==> config.mk <==
export PLATFORM = sky130hd
export DESIGN_NAME = dbgcs_regs
export DESIGN_NICKNAME = d
export VERILOG_FILES = /design/src/include/dbgcs_pkg.sv /design/src/rtl/dbgcs_rst_seq.sv /design/src/rtl/dbgcs_regs.sv
export VERILOG_INCLUDE_DIRS = /design/src /design/src/include
export SDC_FILE = /design/constraint.sdc
export NUM_CORES = 1
export LEC_CHECK = 0
export BUFFER_PORTS_ARGS = -buffer_cell sky130_fd_sc_hd__buf_2
export CORE_MARGIN = 5
export CORE_UTILIZATION = 45
export CTS_CLUSTER_SIZE = 20
export DETAILED_ROUTE_END_ITERATION = 16
export MAX_ROUTING_LAYER = met4
export PLACE_DENSITY = 0.71
export SLEW_MARGIN = 25
export SYNTH_ARGS = -nofsm -noshare
export SYNTH_HDL_FRONTEND = slang
export SYNTH_SLANG_ARGS = --single-unit
==> constraint.sdc <==
create_clock -name clk_sys -period 5.25 [get_ports clk_sys]
set_input_delay 0.525 -clock clk_sys [delete_from_list [all_inputs] [get_ports clk_sys]]
set_output_delay 0.525 -clock clk_sys [all_outputs]
set_load 0.01 [all_outputs]
==> src/include/dbgcs_consts.svh <==
// constants of the debugger control and status registers
`ifndef DBGCS_CONSTS_SVH
`define DBGCS_CONSTS_SVH
// link command codes
`define DBGCS_CMD_RD_STAT 8'h02
`define DBGCS_CMD_WR_CTRL 8'h04
`define DBGCS_CMD_RD_CTRL 8'h05
// breakpoint opcode and acknowledge character
`define DBGCS_BP_OPCODE 8'h00
`define DBGCS_ACK_BYTE 8'hFF
// control register fields
`define DBGCS_CTL_DEBUG 3'h7
`define DBGCS_CTL_BPEN 3'h6
`define DBGCS_CTL_ACK 3'h5
`define DBGCS_CTL_RST 3'h0
`define DBGCS_CTL_RESET 8'h00
// whole control words with a fixed meaning
`define DBGCS_CTL_STOP 8'h81
`define DBGCS_CTL_GO 8'h41
`define DBGCS_CTL_RUN 8'h40
// status register fields
`define DBGCS_STA_DEBUG 3'h7
`define DBGCS_STA_HALT 3'h6
`define DBGCS_STA_UNPROT 3'h5
`define DBGCS_STA_RESET 8'h00
// device reset sequence timing
`define DBGCS_CLK_PERIOD_NS 8
`define DBGCS_RST_HOLD_NS 1000
`define DBGCS_RST_HOLD_CYC ((`DBGCS_RST_HOLD_NS + `DBGCS_CLK_PERIOD_NS - 1) / `DBGCS_CLK_PERIOD_NS)
`endif

==> src/include/dbgcs_pkg.sv <==
// types of the debugger control and status registers
package dbgcs_pkg;
  // link command parser states
  typedef enum logic [0:0] {
    DBGCS_IDLE = 1'b0,
    DBGCS_WDATA = 1'b1
  } dbgcs_parse_t;
endpackage : dbgcs_pkg

==> src/rtl/dbgcs_rst_seq.sv <==
// device reset sequencer that spares the debugger
`timescale 1ns/1ns
`default_nettype none
`include "dbgcs_consts.svh"
module dbgcs_rst_seq #(
  parameter int HOLD_CYCLES = `DBGCS_RST_HOLD_CYC
) (
  input wire logic clk_sys,
  input wire logic rst,
  input wire logic start,
  output logic busy,
  output logic done
);
  localparam int CW = $clog2(HOLD_CYCLES + 1);
  logic [CW-1:0] cnt_reg;

  // hold the device reset for a fixed count, then pulse done
  always_ff @(posedge clk_sys) begin
    if (rst) begin
      busy <= 1'b0;
      done <= 1'b0;
      cnt_reg <= '0;
    end else begin
      done <= 1'b0;
      if (busy) begin
        if (cnt_reg == '0) begin
          busy <= 1'b0;
          done <= 1'b1;
        end else begin
          cnt_reg <= cnt_reg - CW'(1);
        end
      end else if (start) begin
        busy <= 1'b1;
        cnt_reg <= CW'(HOLD_CYCLES - 1);
      end
    end
  end
endmodule : dbgcs_rst_seq
`default_nettype wire

==> src/rtl/dbgcs_regs.sv <==
// debugger control and status registers with their link command decode
// What this block does
// - writing 81H to control resets the device and leaves it in debug mode.
// - writing 41H to control resets the device, then runs with breakpoints on.
// - writing 40H in debug mode resumes execution, breakpoints stay enabled.
// - control bit 7 high stops instruction fetch; low is normal operation.
// - clearing control bit 7 lets the core resume fetching where it stopped.
// - a breakpoint opcode 00H with breakpoints enabled sets debug mode itself.
// - under read protect, writing 0 to bit 7 is ignored; only reset clears it.
// - control bit 6 enables breakpoints; reset 0; when 0 breakpoint is a no-op.
// - with control bit 5 set, a taken breakpoint sends FFH to the host.
// - control bit 0 resets the device but not the debugger registers.
// - bit 0 self-clears when its reset sequence ends; writing 0 does nothing.
// - status bit 7 reads 1 in debug mode, 0 in normal mode.
// - status bit 6 reads 1 while the device is in halt mode.
// - status bit 5 reads 0 when read protect is in force, else 1.
// - control resets to zero; bits 4 to 1 are reserved and read-only.
// - link command 04H plus a byte writes control; 05H reads it back.
// - link command 02H returns the status byte.
`timescale 1ns/1ns
`default_nettype none
`include "dbgcs_consts.svh"
module dbgcs_regs #(
  parameter int RST_HOLD_CYCLES = `DBGCS_RST_HOLD_CYC
) (
  input wire logic clk_sys,
  input wire logic rst,
  input wire logic rx_valid,
  input wire logic [7:0] rx_data,
  input wire logic tx_ready,
  output logic tx_valid,
  output logic [7:0] tx_data,
  input wire logic op_valid,
  input wire logic [7:0] op_code,
  input wire logic halt_mode,
  input wire logic flash_read_protect_option,
  output logic debug_mode_bit,
  output logic breakpoint_enable,
  output logic break_nop,
  output logic dev_reset
);
  logic break_acknowledge_enable;
  logic rst_bit_reg;
  dbgcs_pkg::dbgcs_parse_t parse_reg;
  logic ctl_wr;
  logic [7:0] ctl_wdata;
  logic bp_seen;
  logic bp_taken;
  logic ack_pend_reg;
  logic rd_pend_reg;
  logic [7:0] rd_data_reg;
  logic tx_free;
  logic seq_start;
  logic seq_busy;
  logic seq_done;
  logic [7:0] ctl_view;
  logic [7:0] sta_view;

  // control readback, reserved bits forced to zero
  function automatic logic [7:0] ctl_word(input logic dm, input logic be,
                                          input logic ack, input logic rb);
    logic [7:0] w;
    w = `DBGCS_CTL_RESET;
    w[`DBGCS_CTL_DEBUG] = dm;
    w[`DBGCS_CTL_BPEN] = be;
    w[`DBGCS_CTL_ACK] = ack;
    w[`DBGCS_CTL_RST] = rb;
    return w;
  endfunction : ctl_word

  assign ctl_view = ctl_word(debug_mode_bit, breakpoint_enable,
                             break_acknowledge_enable, rst_bit_reg);

  // status word built from live state
  always_comb begin
    sta_view = `DBGCS_STA_RESET;
    sta_view[`DBGCS_STA_DEBUG] = debug_mode_bit;
    sta_view[`DBGCS_STA_HALT] = halt_mode;
    sta_view[`DBGCS_STA_UNPROT] = ~flash_read_protect_option;
  end

  // command 04H arms a data byte for control
  always_ff @(posedge clk_sys) begin
    if (rst) begin
      parse_reg <= dbgcs_pkg::DBGCS_IDLE;
    end else if (rx_valid) begin
      case (parse_reg)
        dbgcs_pkg::DBGCS_IDLE: begin
          if (rx_data == `DBGCS_CMD_WR_CTRL) begin
            parse_reg <= dbgcs_pkg::DBGCS_WDATA;
          end
        end
        dbgcs_pkg::DBGCS_WDATA: begin
          parse_reg <= dbgcs_pkg::DBGCS_IDLE;
        end
        default: begin
          parse_reg <= dbgcs_pkg::DBGCS_IDLE;
        end
      endcase
    end
  end

  // the data byte after 04H is the control write
  assign ctl_wr = rx_valid && (parse_reg == dbgcs_pkg::DBGCS_WDATA);
  assign ctl_wdata = rx_data;

  // breakpoint opcode decoded by the core
  assign bp_seen = op_valid && (op_code == `DBGCS_BP_OPCODE);
  assign bp_taken = bp_seen && breakpoint_enable;

  // debug mode bit: set by write or breakpoint, the set wins
  always_ff @(posedge clk_sys) begin
    if (rst) begin
      debug_mode_bit <= 1'b0;
    end else if (bp_taken) begin
      debug_mode_bit <= 1'b1;
    end else if (ctl_wr) begin
      if (ctl_wdata[`DBGCS_CTL_DEBUG] || !flash_read_protect_option) begin
        // bit 7 selects debug or normal mode
        debug_mode_bit <= ctl_wdata[`DBGCS_CTL_DEBUG];
      end
    end
  end

  // breakpoint and acknowledge enables follow writes
  always_ff @(posedge clk_sys) begin
    if (rst) begin
      breakpoint_enable <= 1'b0;
      break_acknowledge_enable <= 1'b0;
    end else if (ctl_wr) begin
      breakpoint_enable <= ctl_wdata[`DBGCS_CTL_BPEN];
      break_acknowledge_enable <= ctl_wdata[`DBGCS_CTL_ACK];
    end
  end

  // disabled breakpoint runs as a no-op
  always_ff @(posedge clk_sys) begin
    if (rst) begin
      break_nop <= 1'b0;
    end else begin
      break_nop <= bp_seen && !breakpoint_enable;
    end
  end

  // reset request bit: a write of 1 beats the end-of-sequence clear
  always_ff @(posedge clk_sys) begin
    if (rst) begin
      rst_bit_reg <= 1'b0;
    end else if (ctl_wr && ctl_wdata[`DBGCS_CTL_RST]) begin
      rst_bit_reg <= 1'b1;
    end else if (seq_done) begin
      // self-clear at the end of the sequence
      rst_bit_reg <= 1'b0;
    end
  end

  // the sequencer's device reset does not reach the debugger registers, so bit 7 survives it
  assign seq_start = rst_bit_reg && !seq_busy && !seq_done;

  // device reset sequencer
  dbgcs_rst_seq #(
    .HOLD_CYCLES(RST_HOLD_CYCLES)
  ) u_rst_seq (
    .clk_sys(clk_sys),
    .rst(rst),
    .start(seq_start),
    .busy(seq_busy),
    .done(seq_done)
  );

  // device reset driven from the sequencer
  assign dev_reset = seq_busy;

  // transmit slot free when empty or being taken
  assign tx_free = !tx_valid || tx_ready;

  // acknowledge pending, a new breakpoint wins over the send
  always_ff @(posedge clk_sys) begin
    if (rst) begin
      ack_pend_reg <= 1'b0;
    end else if (bp_taken && break_acknowledge_enable) begin
      ack_pend_reg <= 1'b1;
    end else if (tx_free) begin
      ack_pend_reg <= 1'b0;
    end
  end

  // read commands capture the register byte
  always_ff @(posedge clk_sys) begin
    if (rst) begin
      rd_pend_reg <= 1'b0;
      rd_data_reg <= `DBGCS_STA_RESET;
    end else if (rx_valid && parse_reg == dbgcs_pkg::DBGCS_IDLE &&
                 rx_data == `DBGCS_CMD_RD_STAT) begin
      rd_pend_reg <= 1'b1;
      rd_data_reg <= sta_view;
    end else if (rx_valid && parse_reg == dbgcs_pkg::DBGCS_IDLE &&
                 rx_data == `DBGCS_CMD_RD_CTRL) begin
      rd_pend_reg <= 1'b1;
      rd_data_reg <= ctl_view;
    end else if (tx_free && !ack_pend_reg) begin
      rd_pend_reg <= 1'b0;
    end
  end

  // transmit holding register, acknowledge before read data
  always_ff @(posedge clk_sys) begin
    if (rst) begin
      tx_valid <= 1'b0;
      tx_data <= `DBGCS_STA_RESET;
    end else if (tx_free) begin
      if (ack_pend_reg) begin
        tx_valid <= 1'b1;
        tx_data <= `DBGCS_ACK_BYTE;
      end else if (rd_pend_reg) begin
        tx_valid <= 1'b1;
        tx_data <= rd_data_reg;
      end else begin
        tx_valid <= 1'b0;
      end
    end
  end

  // breakpoint stops fetch next cycle
  stop_on_bp_a: assert property (@(posedge clk_sys) disable iff (rst)
    bp_taken |=> debug_mode_bit)
    else $error("breakpoint did not enter debug mode");

  // disabled breakpoint is a no-op
  bp_nop_a: assert property (@(posedge clk_sys) disable iff (rst)
    (bp_seen && !breakpoint_enable && !ctl_wr) |=>
      (break_nop && debug_mode_bit == $past(debug_mode_bit)))
    else $error("disabled breakpoint changed mode");

  // acknowledge only after an enabled breakpoint
  ack_cause_a: assert property (@(posedge clk_sys) disable iff (rst)
    $rose(ack_pend_reg) |-> $past(bp_taken && break_acknowledge_enable))
    else $error("acknowledge without breakpoint");

  // pending acknowledge goes out as FFH
  ack_send_a: assert property (@(posedge clk_sys) disable iff (rst)
    (ack_pend_reg && tx_free) |=> (tx_valid && tx_data == `DBGCS_ACK_BYTE))
    else $error("acknowledge byte not sent");

  // read protect keeps debug mode
  protect_hold_a: assert property (@(posedge clk_sys) disable iff (rst)
    (flash_read_protect_option && debug_mode_bit) |=> debug_mode_bit)
    else $error("debug mode cleared under read protect");

  // 40H in debug mode resumes with breakpoints on
  resume_run_a: assert property (@(posedge clk_sys) disable iff (rst)
    (ctl_wr && ctl_wdata == `DBGCS_CTL_RUN && !flash_read_protect_option && !bp_taken) |=>
      (!debug_mode_bit && breakpoint_enable && !rst_bit_reg ##1 !dev_reset))
    else $error("run write did not resume");

  // reset request starts the sequence and spares debugger state
  rst_start_a: assert property (@(posedge clk_sys) disable iff (rst)
    $rose(dev_reset) |-> ($past(rst_bit_reg, 1) && rst_bit_reg &&
      debug_mode_bit == $past(debug_mode_bit)))
    else $error("device reset without request");

  // end of sequence clears the request bit
  rst_clear_a: assert property (@(posedge clk_sys) disable iff (rst)
    (seq_done && !(ctl_wr && ctl_wdata[`DBGCS_CTL_RST])) |=> !rst_bit_reg)
    else $error("reset bit not cleared");

  // status read captures live state
  stat_read_a: assert property (@(posedge clk_sys) disable iff (rst)
    (rx_valid && parse_reg == dbgcs_pkg::DBGCS_IDLE && rx_data == `DBGCS_CMD_RD_STAT) |=>
      (rd_pend_reg && rd_data_reg == {$past(debug_mode_bit), $past(halt_mode),
                                      !$past(flash_read_protect_option), 5'h00}))
    else $error("status byte wrong");

  // control readback has zero reserved bits
  ctl_read_a: assert property (@(posedge clk_sys) disable iff (rst)
    (rx_valid && parse_reg == dbgcs_pkg::DBGCS_IDLE && rx_data == `DBGCS_CMD_RD_CTRL) |=>
      (rd_data_reg[4:1] == 4'h0 && rd_data_reg[7] == $past(debug_mode_bit)))
    else $error("control readback wrong");

  // reset and stop write sets debug mode, then starts the device reset
  stop_write_a: assert property (@(posedge clk_sys) disable iff (rst)
    (ctl_wr && ctl_wdata == `DBGCS_CTL_STOP && !seq_busy) |=>
      (debug_mode_bit && rst_bit_reg ##1 dev_reset))
    else $error("stop write did not reset and halt");

  // reset and go write runs with breakpoints armed
  go_write_a: assert property (@(posedge clk_sys) disable iff (rst)
    (ctl_wr && ctl_wdata == `DBGCS_CTL_GO && !seq_busy && !flash_read_protect_option &&
     !bp_taken) |=> (!debug_mode_bit && breakpoint_enable && rst_bit_reg ##1 dev_reset))
    else $error("go write did not reset and run");

  // a set debug bit always lands
  debug_set_a: assert property (@(posedge clk_sys) disable iff (rst)
    (ctl_wr && ctl_wdata[`DBGCS_CTL_DEBUG]) |=> debug_mode_bit)
    else $error("debug mode not entered");

  // clearing the bit restarts fetch
  debug_clear_a: assert property (@(posedge clk_sys) disable iff (rst)
    (ctl_wr && !ctl_wdata[`DBGCS_CTL_DEBUG] && !flash_read_protect_option && !bp_taken) |=>
      !debug_mode_bit)
    else $error("debug mode not left");

  // enable bit follows the written byte
  bp_enable_a: assert property (@(posedge clk_sys) disable iff (rst)
    ctl_wr |=> (breakpoint_enable == $past(ctl_wdata[`DBGCS_CTL_BPEN])))
    else $error("breakpoint enable not written");

  // no-op pulse only after a breakpoint opcode
  nop_pulse_a: assert property (@(posedge clk_sys) disable iff (rst)
    !bp_seen |=> !break_nop)
    else $error("stray no-op pulse");

  // no acknowledge without an enabled breakpoint
  ack_quiet_a: assert property (@(posedge clk_sys) disable iff (rst)
    (!ack_pend_reg && !(bp_taken && break_acknowledge_enable)) |=> !ack_pend_reg)
    else $error("acknowledge raised without cause");

  // device reset leaves debugger state alone
  keep_state_a: assert property (@(posedge clk_sys) disable iff (rst)
    (dev_reset && !ctl_wr && !bp_taken) |=>
      ($stable(debug_mode_bit) && $stable(breakpoint_enable)))
    else $error("device reset touched debugger state");

  // request bit stands until its sequence ends
  rst_hold_a: assert property (@(posedge clk_sys) disable iff (rst)
    (rst_bit_reg && !seq_done) |=> rst_bit_reg)
    else $error("reset request dropped early");

  // write command arms the data byte
  wr_arm_a: assert property (@(posedge clk_sys) disable iff (rst)
    (rx_valid && parse_reg == dbgcs_pkg::DBGCS_IDLE && rx_data == `DBGCS_CMD_WR_CTRL) |=>
      (parse_reg == dbgcs_pkg::DBGCS_WDATA))
    else $error("write command not armed");
endmodule : dbgcs_regs
`default_nettype wire

After elaboration in Yosys (flattened, before gate mapping)
Index checks and enable logic that the tools add are counted.
- register bits after elaboration: 30
- input bits: 23
- eq/ne operators: 4
- reductions and logical operators: 35
- add/sub/neg operators: 1
- bitwise operators: 3
- muxes and demuxes: 25
- operator list (kind ; count):
    8-bit 2-to-1 mux ; 4
    7-bit 2-to-1 mux ; 3
    1-bit 2-to-1 mux ; 17
    8-bit by 3-bit == test with 1-bit output, second input constant ; 2
    2-bit nonzero test ; 7
    1-bit logical AND ; 12
    8-bit by 2-bit == test with 1-bit output, second input constant ; 1
    8-bit logical NOT ; 1
    7-bit logical NOT ; 1
    7-bit by 1-bit subtractor with 7-bit output, second input constant ; 1
    1-bit logical NOT ; 6
    2-bit AND reduction ; 3
    2-bit OR reduction ; 2
    1-bit NOT ; 3
    3-bit nonzero test ; 1
    1-bit logical OR ; 2
    2-bit != test, second input constant ; 1
    1-bit case mux with 2 select lines ; 1

Longest topological paths before layout
Gate-level depths: netlist of run 1.
- depth after elaboration: 6
- gate-level depth with buffers: 6
- gate-level depth less buffers: 6

Cells and area by module
From an unflattened synthesis of run 1, not the netlist that was laid out.
- cells, all modules: 149
- area, all modules: 1311.3 µm²
- by module, submodules not included (module ; area each (µm²) ; instances ; cells an instance):
    dbgcs_regs ; 847.1 ; 1 ; 97
    dbgcs_rst_seq ; 464.2 ; 1 ; 52

Least setup slack after synthesis of run 1
OpenSTA, ideal clock, no wires.
- path type: register -> register
- start point: register u_rst_seq.cnt_reg[0]
- end point: register u_rst_seq.cnt_reg[1]
- path slack: 3.554 ns
- required time: 5.185 ns
- setup time: 0.065 ns
- buffers on the path: 0
- data arrival time: 1.631 ns
- stages on the path, launching flop included: 7
- cell sequence: dfxtp_1 -> inv_1 -> ha_1 -> or4b_4 -> o31ai_4 -> mux2_1 -> nor2_1
- cells in the longest elaborated chain, start to end: 3
- elaborated cells between the ends (all ways): 6
- classes of those cells: add/sub: 1; eq/ne: 1; mux: 2; reduce/logical: 2
- ends and longest elaborated chain (element ; line ; source):
    start, declared ; dbgcs_rst_seq.sv:15 ; logic [CW-1:0] cnt_reg;
    start signal, assigned ; dbgcs_rst_seq.sv:30 ; cnt_reg <= cnt_reg - CW'(1);
    start signal, assigned ; dbgcs_rst_seq.sv:34 ; cnt_reg <= CW'(HOLD_CYCLES - 1);
    7-bit by 1-bit subtractor with 7-bit output / 7-bit logical NOT (equally long branches) ; dbgcs_rst_seq.sv:30, dbgcs_rst_seq.sv:26 ;
    7-bit 2-to-1 mux / 2-bit != test (equally long branches) ; n/a ;
    7-bit 2-to-1 mux / 2-bit AND reduction (equally long branches) ; n/a ;
Parallel ways exist; a longest one is shown, timed or not. The select of a mux whose other input is x is not followed.
A chain may end at the register's enable or synchronous reset.

Worst setup path after layout of run 1
Ends and elaborated chain as after synthesis.

==> results of run 1 <==
-- metrics by stage --
step	utilization (%)	cell area, µm²	hold WS, ps	worst slack [ps]
global route	55.5	1410	433	3300
detailed placement	54.5	1390	466	3370
finish	55.5	1410	451	3420
global placement	54.5	1390	458	3470
CTS	55.5	1410	448	3410
floorplan	-	1220	432	3550
-- final cells by class --
cell class | count | area [µm²]
fillers | 253 | 1130
repair buffers | 35 | 175
multi-input cells | 100 | 614
clock buffers | 4 | 26.3
inverters | 5 | 18.8
well taps | 30 | 37.5
flip-flops and latches | 27 | 541
-- cells by family (layout without fill, tap and decap cells) --
group	after synthesis	after routing	synth area share (%)
AO/OA/AOI/OAI	27	27	14.9
XOR/XNOR	3	3	2.16
adder cells (fa/ha/maj)	2	2	2.05
buffers and inverters	14	44	5.24
flip-flops	27	27	44.4
multiplexers	2	2	1.75
AND/OR/NAND/NOR	66	66	29.6
-- per-layer routing --
metal	vias to the layer above	GRT usage (%)	wire length [µm]	share of wire [%]
li1	562	-	-	-
met1	503	19.2	1180	45
met2	28	24.9	1240	47
met3	5	3.51	151	5.8
met4	0	6.67	40	1.5
met5	-	-	0	0
-- power by group --
group / internal [mW] / leakage (nW) / switching [mW] / total, mW
sequential: 0.205 / 0.217 / 0.000168 / 0.205
clock: 0.0297 / 0.0150 / 0.0580 / 0.0878
combinational: 0.00804 / 0.328 / 0.00887 / 0.0169
-- worst paths after layout --
| check | start | to | slack, ps |
|---|---|---|---|
| max | u_rst_seq.cnt_reg[0]$_SDFFE_PP0P_ | u_rst_seq.cnt_reg[1]$_SDFFE_PP0P_ | 3420 |
| min reg2reg | rd_data_reg[0]$_SDFFE_PP0N_ | rd_data_reg[0]$_SDFFE_PP0N_ | 480 |
| min | rx_data[6] | breakpoint_enable$_SDFFE_PP0P_ | 450 |
| max reg2reg | u_rst_seq.cnt_reg[0]$_SDFFE_PP0P_ | u_rst_seq.cnt_reg[1]$_SDFFE_PP0P_ | 3420 |
-- tightest hold or removal path, stage by stage --
cell	delay, ps
buf_2	100
nand3_1	60
a21oi_1	50
-- cell usage in the layout, fill, tap and decap left out, drive strengths merged, types with 2 or more instances in the layout --
cell and instances:
nand3 7, nor2b 2, nor4 2, and3b 2, o21ai 2, or4 2
nand2b 5, ha 2, nor3b 3, o22ai 2, a21oi 11, dfxtp 27
clkbuf 4, buf 35, inv 5, a31oi 3, a22oi 3, nor3 8
or3 2, a211oi 2, nand2 11, xor2 3, nor2 16
==> impl_metrics.toml, run 1 <==
[logic_synthesis]
avgSynthCellArea_um2 = 8.64
synthesis.area_mm2 = 0.00122
synth.area.top_cells = "dfxtp_1 44%, nor2_1 4.9%, a21oi_1 4.5%"
synth-edff-count = 0
ys_warn_count = 0
ys_seq_area_share_pct = 44.4
synth_nets = 166
ys_top_cells_by_count = "27 x dfxtp_1, 16 x nor2_1, 11 x a21oi_1, 11 x nand2_1, 8 x nor3_1"
ys_types = 36
yosysMostFrequentCell = "dfxtp_1"
synth_top_flop_cell = "dfxtp_1"
syn_inst = 141
ys_async_sr_fraction_pct = 0
synth_seq_cells = 27
synth_top_area_share_pct = 44.4
synth_top_area_cell = "dfxtp_1"

[grt]
antenna_found_initial = 0
grt_max_degree = 28
track_usage_pct = 15.8
grt_pass1_vias = 1028
grt_pass1_wl_um = 4390
grt-ovfl-total = 0

[floorplanning]
die_h_um = 62.0
fp.dieW_um = 62.0
initial_core_util_pct = 47.9
core_area_mm2 = 0.00254
die_area_mm2 = 0.00385
ios = 36
core.rowCount = 18

[cts]
post_cts_resized = 0
cts.sinks = 27
clockBufferDepth = 2
cts_buffers = 3
clkLatencyLatePin_ps = 320
cts_setup_buffers = 0
clkTransAtPathRegs_ps = 140
htree_levels = 1
ctsHoldBuffers = 0
cts_root_buf = "clkbuf_4"
cts_tree = "yes"

[power]
powerDensity_mw_per_mm2 = 219
fin_total_pwr_mw = 0.310
ir_drop_mv = 0.133
leakagePower_nw = 0.560

[placement]
dp_hpwl_um = 2020
gp_congestion = 0.812
dpl.cell_count = 197
io_buffers = 35

[setup_path]
critPathTopFamily = "simple AND/OR/NAND/NOR gates"
critPathSlowestCell = "or4b_4"
worstSetupPathType = "flop to flop"
critical_path_buf_inv_count = 1
cp_cell_sequence = "inv_1, ha_1, or4b_4, o31ai_4, mux2_1, nor2_1"
crit_required_ps = 5520
cp-start-kind = "flop"
path_depth = 6
cp-end-kind = "flop"
cp_max_fo = 5
critPathMaxStageDelay_ps = 500
critPathArrivalTime_ps = 2100
worst_r2r_path_depth = 6

[timing]
fmaxAchievable_mhz = 546
setup_viol = 0
drv_slew = 0
final_hold_viol_count = 0
tightest_slew_ps = 510
relSlewSlack_pct = 66.0
period_needed_ps = 1830
tns_ps = 0
finalCritPeriodShare_pct = 34.9
finClkSkew_ps = 1.02
rsz0062_at_grt = "no"

[cells_and_area]
n_antenna_cell = 0
drive_gt1_share_pct = 24.6
nNetsFinal = 197
area_growth_pct = 15.9
layout.cells.non_filler = 201
largest_reg_flops = 7

[drt]
via_count = 1098
firstDrtPassIters = 4
drt_iter0_drc = 43
ant_nets = 0
drcViolationCount = 0
post_drt_wl_per_cell_um = 13.0
drt_wl_total_um = 2610
via_per_inst = 5.46

[run]
drv_cap = 0

[hold_path]
hp-class = "input port to flop"
hold_path_depth = 3

[run_status]
status = "completed"
(Power assumes the default switching activity.)
==> inputs of run 2 (changes only) <==
- clock period: 5.25 -> 1.7 ns (I/O delays scaled with it)
==> run 2 against run 1 <==
  * The flow now finishes with violations (setup timing)
  * Sequential power increased to 3.1 times the previous value
  * Fmax is 7.2% higher
  * Non-clock buffer count rose by 5
  * Count of clock-buffer cells in the layout shrank 1
  * Clock power rose to 3.1 times the previous value
  * Sequential share of layout area down 1.2 points
  * Setup slack lost 3400 ps
  * Total power rose to 3.1 times the previous value
  * Core utilization up 2.1 points
  * First-iteration DRC count decreased by 35%
  * Largest cell class unchanged
  * Highest routed layer unchanged
==> impl_metrics.toml, run 2 (synthesized netlist as in run 1, its figures left out) <==
[run_status]
status = "complete, but fails checks"
failed_checks = "setup timing"

[floorplanning]
core_area_mm2 = 0.00254
die_h_um = 62.0
core.rowCount = 18
ios = 36
initial_core_util_pct = 47.9
die_area_mm2 = 0.00385
fp.dieW_um = 62.0

[cts]
cts_root_buf = "clkbuf_4"
ctsHoldBuffers = 0
cts.sinks = 27
clkLatencyLatePin_ps = 320
cts_tree = "yes"
clockBufferDepth = 2
htree_levels = 1
clkTransAtPathRegs_ps = 140
cts_buffers = 3

[grt]
track_usage_pct = 15.8
grt-ovfl-total = 0
grt_pass1_vias = 1049
grt_max_degree = 28
grt_pass1_wl_um = 4380
antenna_found_initial = 0

[setup_path]
cp_max_fo = 2
critPathMaxStageDelay_ps = 470
cp-end-kind = "flop"
reg2reg_to = "u_rst_seq.cnt_reg[1]$_SDFFE_PP0P_"
r2r-start = "u_rst_seq.cnt_reg[0]$_SDFFE_PP0P_"
critPathArrivalTime_ps = 1980
critPathSlowestCell = "or4b_4"
worstSetupPathType = "flop to flop"
crit_required_ps = 1970
cp_cell_sequence = "inv_2, ha_1, or4b_4, o31ai_4, mux2_4, nor2_2"
cp-start-kind = "flop"
worst-r2r-setup-slack_ps = -10
worst_r2r_path_depth = 6

[placement]
gp_congestion = 0.892
dp_hpwl_um = 1960
io_buffers = 35
pre_cts_ws_ps = -82.1
dpl.cell_count = 199
placed_area_mm2 = 0.00140

[cells_and_area]
area_growth_pct = 20.2
mostFrequentLayoutCells = "35 x buf_2, 25 x dfxtp_1, 15 x nor2_1"
utilization_pct = 57.6
largest_reg_flops = 7
n_antenna_cell = 0
nNetsFinal = 202
layout_commonest_cell = "buf_2"
fill_cells = 245
drive_gt1_share_pct = 31.3
postLayoutCellArea_mm2 = 0.00147
layout.cells.non_filler = 206

[power]
p_int_mw = 0.747
p_sw_mw = 0.211
p_sw_share_pct = 22.0
leakagePower_nw = 0.598
fin_total_pwr_mw = 0.958
clkPwrFrac_pct = 28.3
pwr-share-comb_pct = 5.5
ir_drop_mv = 0.777
powerDensity_mw_per_mm2 = 654
pwr-share-seq_pct = 66.2

[hold_path]
holdPathEnd = "breakpoint_enable$_SDFFE_PP0P_"
hp-class = "input port to flop"
hold_path_depth = 3
min-delay-start = "rx_data[6]"

[drt]
ant_nets = 0
via_per_inst = 5.33
post_drt_wl_per_cell_um = 12.7
via_count = 1099
firstDrtPassIters = 4
drt_iter0_drc = 28
drt_wl_total_um = 2610
drcViolationCount = 0

[timing]
setup_viol = 1
fin_hold_ws_ps = 95.8
finClkSkew_ps = 8.24
final_hold_viol_count = 0
finalCritPeriodShare_pct = 101
setup_slack_ps = -9.70
tns_ps = -9.70
fmaxAchievable_mhz = 585
rsz0062_at_grt = "yes"
period_needed_ps = 1710
tightest_slew_ps = 483
drv_slew = 0
relSlewSlack_pct = 67.8

[run]
drv_cap = 0
[run 2: cell types whose count changed in the layout (fill, tap and decap cells not counted), moves of 2 or more]
cell     change
inv_1        -2
inv_2        +2
buf_4        +5
dfxtp_1      -2
dfxtp_2      +2
[run 2: per-layer routing]
metal	GRT usage (%)	part of all wire, %	vias up
li1	-	-	570
met1	18.5	44	495
met2	26.5	48	32
met3	5.37	7.3	2
met4	2.73	0.73	0
met5	-	0	-
[run 2: area by class of cell]
cell class | count | area, µm² | share of cell area, %
clock buffer | 3 | 22.5 | 1.54
clock inverter | 1 | 5.00 | 0.342
inverter | 5 | 18.8 | 1.28
multi-input combinational | 100 | 626 | 42.7
sequential | 27 | 543 | 37.1
tap | 30 | 37.5 | 2.56
timing repair buffer | 40 | 213 | 14.5
[run 2: worst max path at each step]
stage                                                 start                                end  depth (start not counted)
after CTS                 u_rst_seq.cnt_reg[0]$_SDFFE_PP0P_  u_rst_seq.cnt_reg[1]$_SDFFE_PP0P_                          6
after detailed placement  u_rst_seq.cnt_reg[0]$_SDFFE_PP0P_  u_rst_seq.cnt_reg[2]$_SDFFE_PP0P_                          7
final                     u_rst_seq.cnt_reg[0]$_SDFFE_PP0P_  u_rst_seq.cnt_reg[1]$_SDFFE_PP0P_                          6
after global routing      u_rst_seq.cnt_reg[0]$_SDFFE_PP0P_  u_rst_seq.cnt_reg[1]$_SDFFE_PP0P_                          6
after floorplan           u_rst_seq.cnt_reg[0]$_SDFFE_PP0P_  u_rst_seq.cnt_reg[1]$_SDFFE_PP0P_                          6
after global placement    u_rst_seq.cnt_reg[0]$_SDFFE_PP0P_  u_rst_seq.cnt_reg[1]$_SDFFE_PP0P_                          6
[run 2: power by group through the flow]
stage | clock network (mW) | registers [mW] | logic [mW]
3_5_place_dp | 0 | 0.648 | 0.0519
3_3_place_gp | 0 | 0.648 | 0.0505
4_1_cts | 0.283 | 0.634 | 0.0524
2_1_floorplan | 0 | 0.648 | 0.0211
6_report | 0.271 | 0.634 | 0.0523
5_1_grt | 0.309 | 0.634 | 0.0583
[run 2: repair_timing]
item	CTS	global route
pin swaps	1	2
hold endpoints to repair	0	0
resized for setup	7	0
buffers inserted	3	0
setup endpoints to repair	4	5
[run 2: worst max-delay path, delay by kind of cell, from the launching register on]
kind / cells / cell delay, ps
flops: 1 / 360
simple gates: 2 / 560
buf+inv: 1 / 50
compound gates: 1 / 230
fa+ha+maj: 1 / 120
mux: 1 / 330
==> inputs of run 3 (changes only) <==
- CORE_ASPECT_RATIO: not set -> 2
- SLEW_MARGIN: 25 -> not set
- clock period: 1.7 -> 2.2 ns (I/O delays scaled with it)
==> run 3 against run 2 <==
  * Largest power group unchanged
  * Clock skew increased by 5.1 ps
  * Cell area decreased by 2.4%
  * Routed wire length increased by 7.8%
  * Critical path type unchanged
  * Die area increased by 1.6%
  * The flow now finishes without violations
==> impl_metrics.toml, run 3 (synthesized netlist as in run 1, its figures left out) <==
[cts]
cts_root_buf = "clkbuf_8"
clockBufferDepth = 2
ctsHoldBuffers = 0
post_cts_resized = 0
cts_buffers = 3
cts_tree = "yes"
clkTransAtPathRegs_ps = 100
clkLatencyLatePin_ps = 270
cts.sinks = 27
cts_setup_buffers = 0
htree_levels = 1

[grt]
antenna_found_initial = 0
track_usage_pct = 15.5
grt_pass1_vias = 1140
grt-ovfl-total = 0
grt_max_degree = 28
grt_pass1_wl_um = 4580

[floorplanning]
die_area_mm2 = 0.00391
initial_core_util_pct = 47.4
core_area_mm2 = 0.00257
fp.dieW_um = 46.8
die_h_um = 83.6
core.rowCount = 26
ios = 36

[timing]
finClkSkew_ps = 13.4
setup_viol = 0
period_needed_ps = 1850
rsz0062_at_grt = "no"
relSlewSlack_pct = 67.2
tns_ps = 0
drv_slew = 0
tightest_slew_ps = 491
finalCritPeriodShare_pct = 83.9
final_hold_viol_count = 0
fmaxAchievable_mhz = 542

[cells_and_area]
postLayoutCellArea_mm2 = 0.00143
n_antenna_cell = 0
mostFrequentLayoutCells = "35 x buf_2, 27 x dfxtp_1, 16 x nor2_1"
nNetsFinal = 197
drive_gt1_share_pct = 25.1
layout_commonest_cell = "buf_2"
layout.cells.non_filler = 199
area_growth_pct = 17.4
largest_reg_flops = 7

[power]
powerDensity_mw_per_mm2 = 564
leakagePower_nw = 0.571
ir_drop_mv = 0.399
fin_total_pwr_mw = 0.807

[drt]
via_per_inst = 5.77
drcViolationCount = 0
drt_wl_total_um = 2820
drt_iter0_drc = 18
firstDrtPassIters = 4
post_drt_wl_per_cell_um = 14.2
ant_nets = 0
via_count = 1149

[placement]
placed_area_mm2 = 0.00138
io_buffers = 35
dp_hpwl_um = 2180
gp_congestion = 0.786
dpl.cell_count = 195

[setup_path]
critPathArrivalTime_ps = 2050
cp-end-kind = "flop"
cp_max_fo = 5
worstSetupPathType = "flop to flop"
crit_required_ps = 2400
cp-start-kind = "flop"

[run]
drv_cap = 0

[run_status]
status = "completed"

[hold_path]
hp-class = "input port to flop"
[run 3: layout make-up]
type                       count  area [µm²]
clock buffer                   3        41.3
clock inverter                 1        5.00
fill                         238        1140
inverter                       5        18.8
multi-input combinational    100         614
sequential                    27         541
tap                           28        35.0
timing repair buffer          35         175
[run 3: where the power goes]
part | leakage (nW) | internal, mW | switching (mW) | total, mW
Clock | 0.0255 | 0.127 | 0.150 | 0.276
Sequential | 0.217 | 0.489 | 0.000400 | 0.489
Combinational | 0.328 | 0.0192 | 0.0220 | 0.0412
[run 3: critical path, cell delays in order, from the launching register on]
cell	delay [ps]
dfxtp_1	340
inv_1	100
ha_1	140
or4b_4	500
o31ai_4	270
mux2_1	360
nor2_1	80
[run 3: path summary, 6_finish.rpt]
check                                                       start                                end  slack (ps)  cells after the start
worst max-delay path            u_rst_seq.cnt_reg[0]$_SDFFE_PP0P_  u_rst_seq.cnt_reg[1]$_SDFFE_PP0P_         350                      6
worst min-delay path                                   rx_data[6]     breakpoint_enable$_SDFFE_PP0P_         210                      3
worst max register to register  u_rst_seq.cnt_reg[0]$_SDFFE_PP0P_  u_rst_seq.cnt_reg[1]$_SDFFE_PP0P_         350                      6
worst min register to register        rd_data_reg[0]$_SDFFE_PP0N_        rd_data_reg[0]$_SDFFE_PP0N_         460                      2
[run 3: metal layers]
| layer | global-route usage [%] | vias to the layer above | wire [µm] | share of wire [%] |
|---|---|---|---|---|
| li1 | - | 562 | - | - |
| met1 | 15.7 | 553 | 1070 | 38 |
| met2 | 26.4 | 24 | 1590 | 57 |
| met3 | 2.59 | 10 | 92 | 3.3 |
| met4 | 8.06 | 0 | 64 | 2.3 |
| met5 | - | - | 0 | 0 |
[run 3: through the flow]
step	hold slack (ps)	util, %	setup slack (ps)
after floorplan	368	-	504
after global placement	444	53.8	472
after detailed placement	447	53.8	393
after CTS	202	55.6	367
after global routing	222	55.6	265
final	207	55.6	355
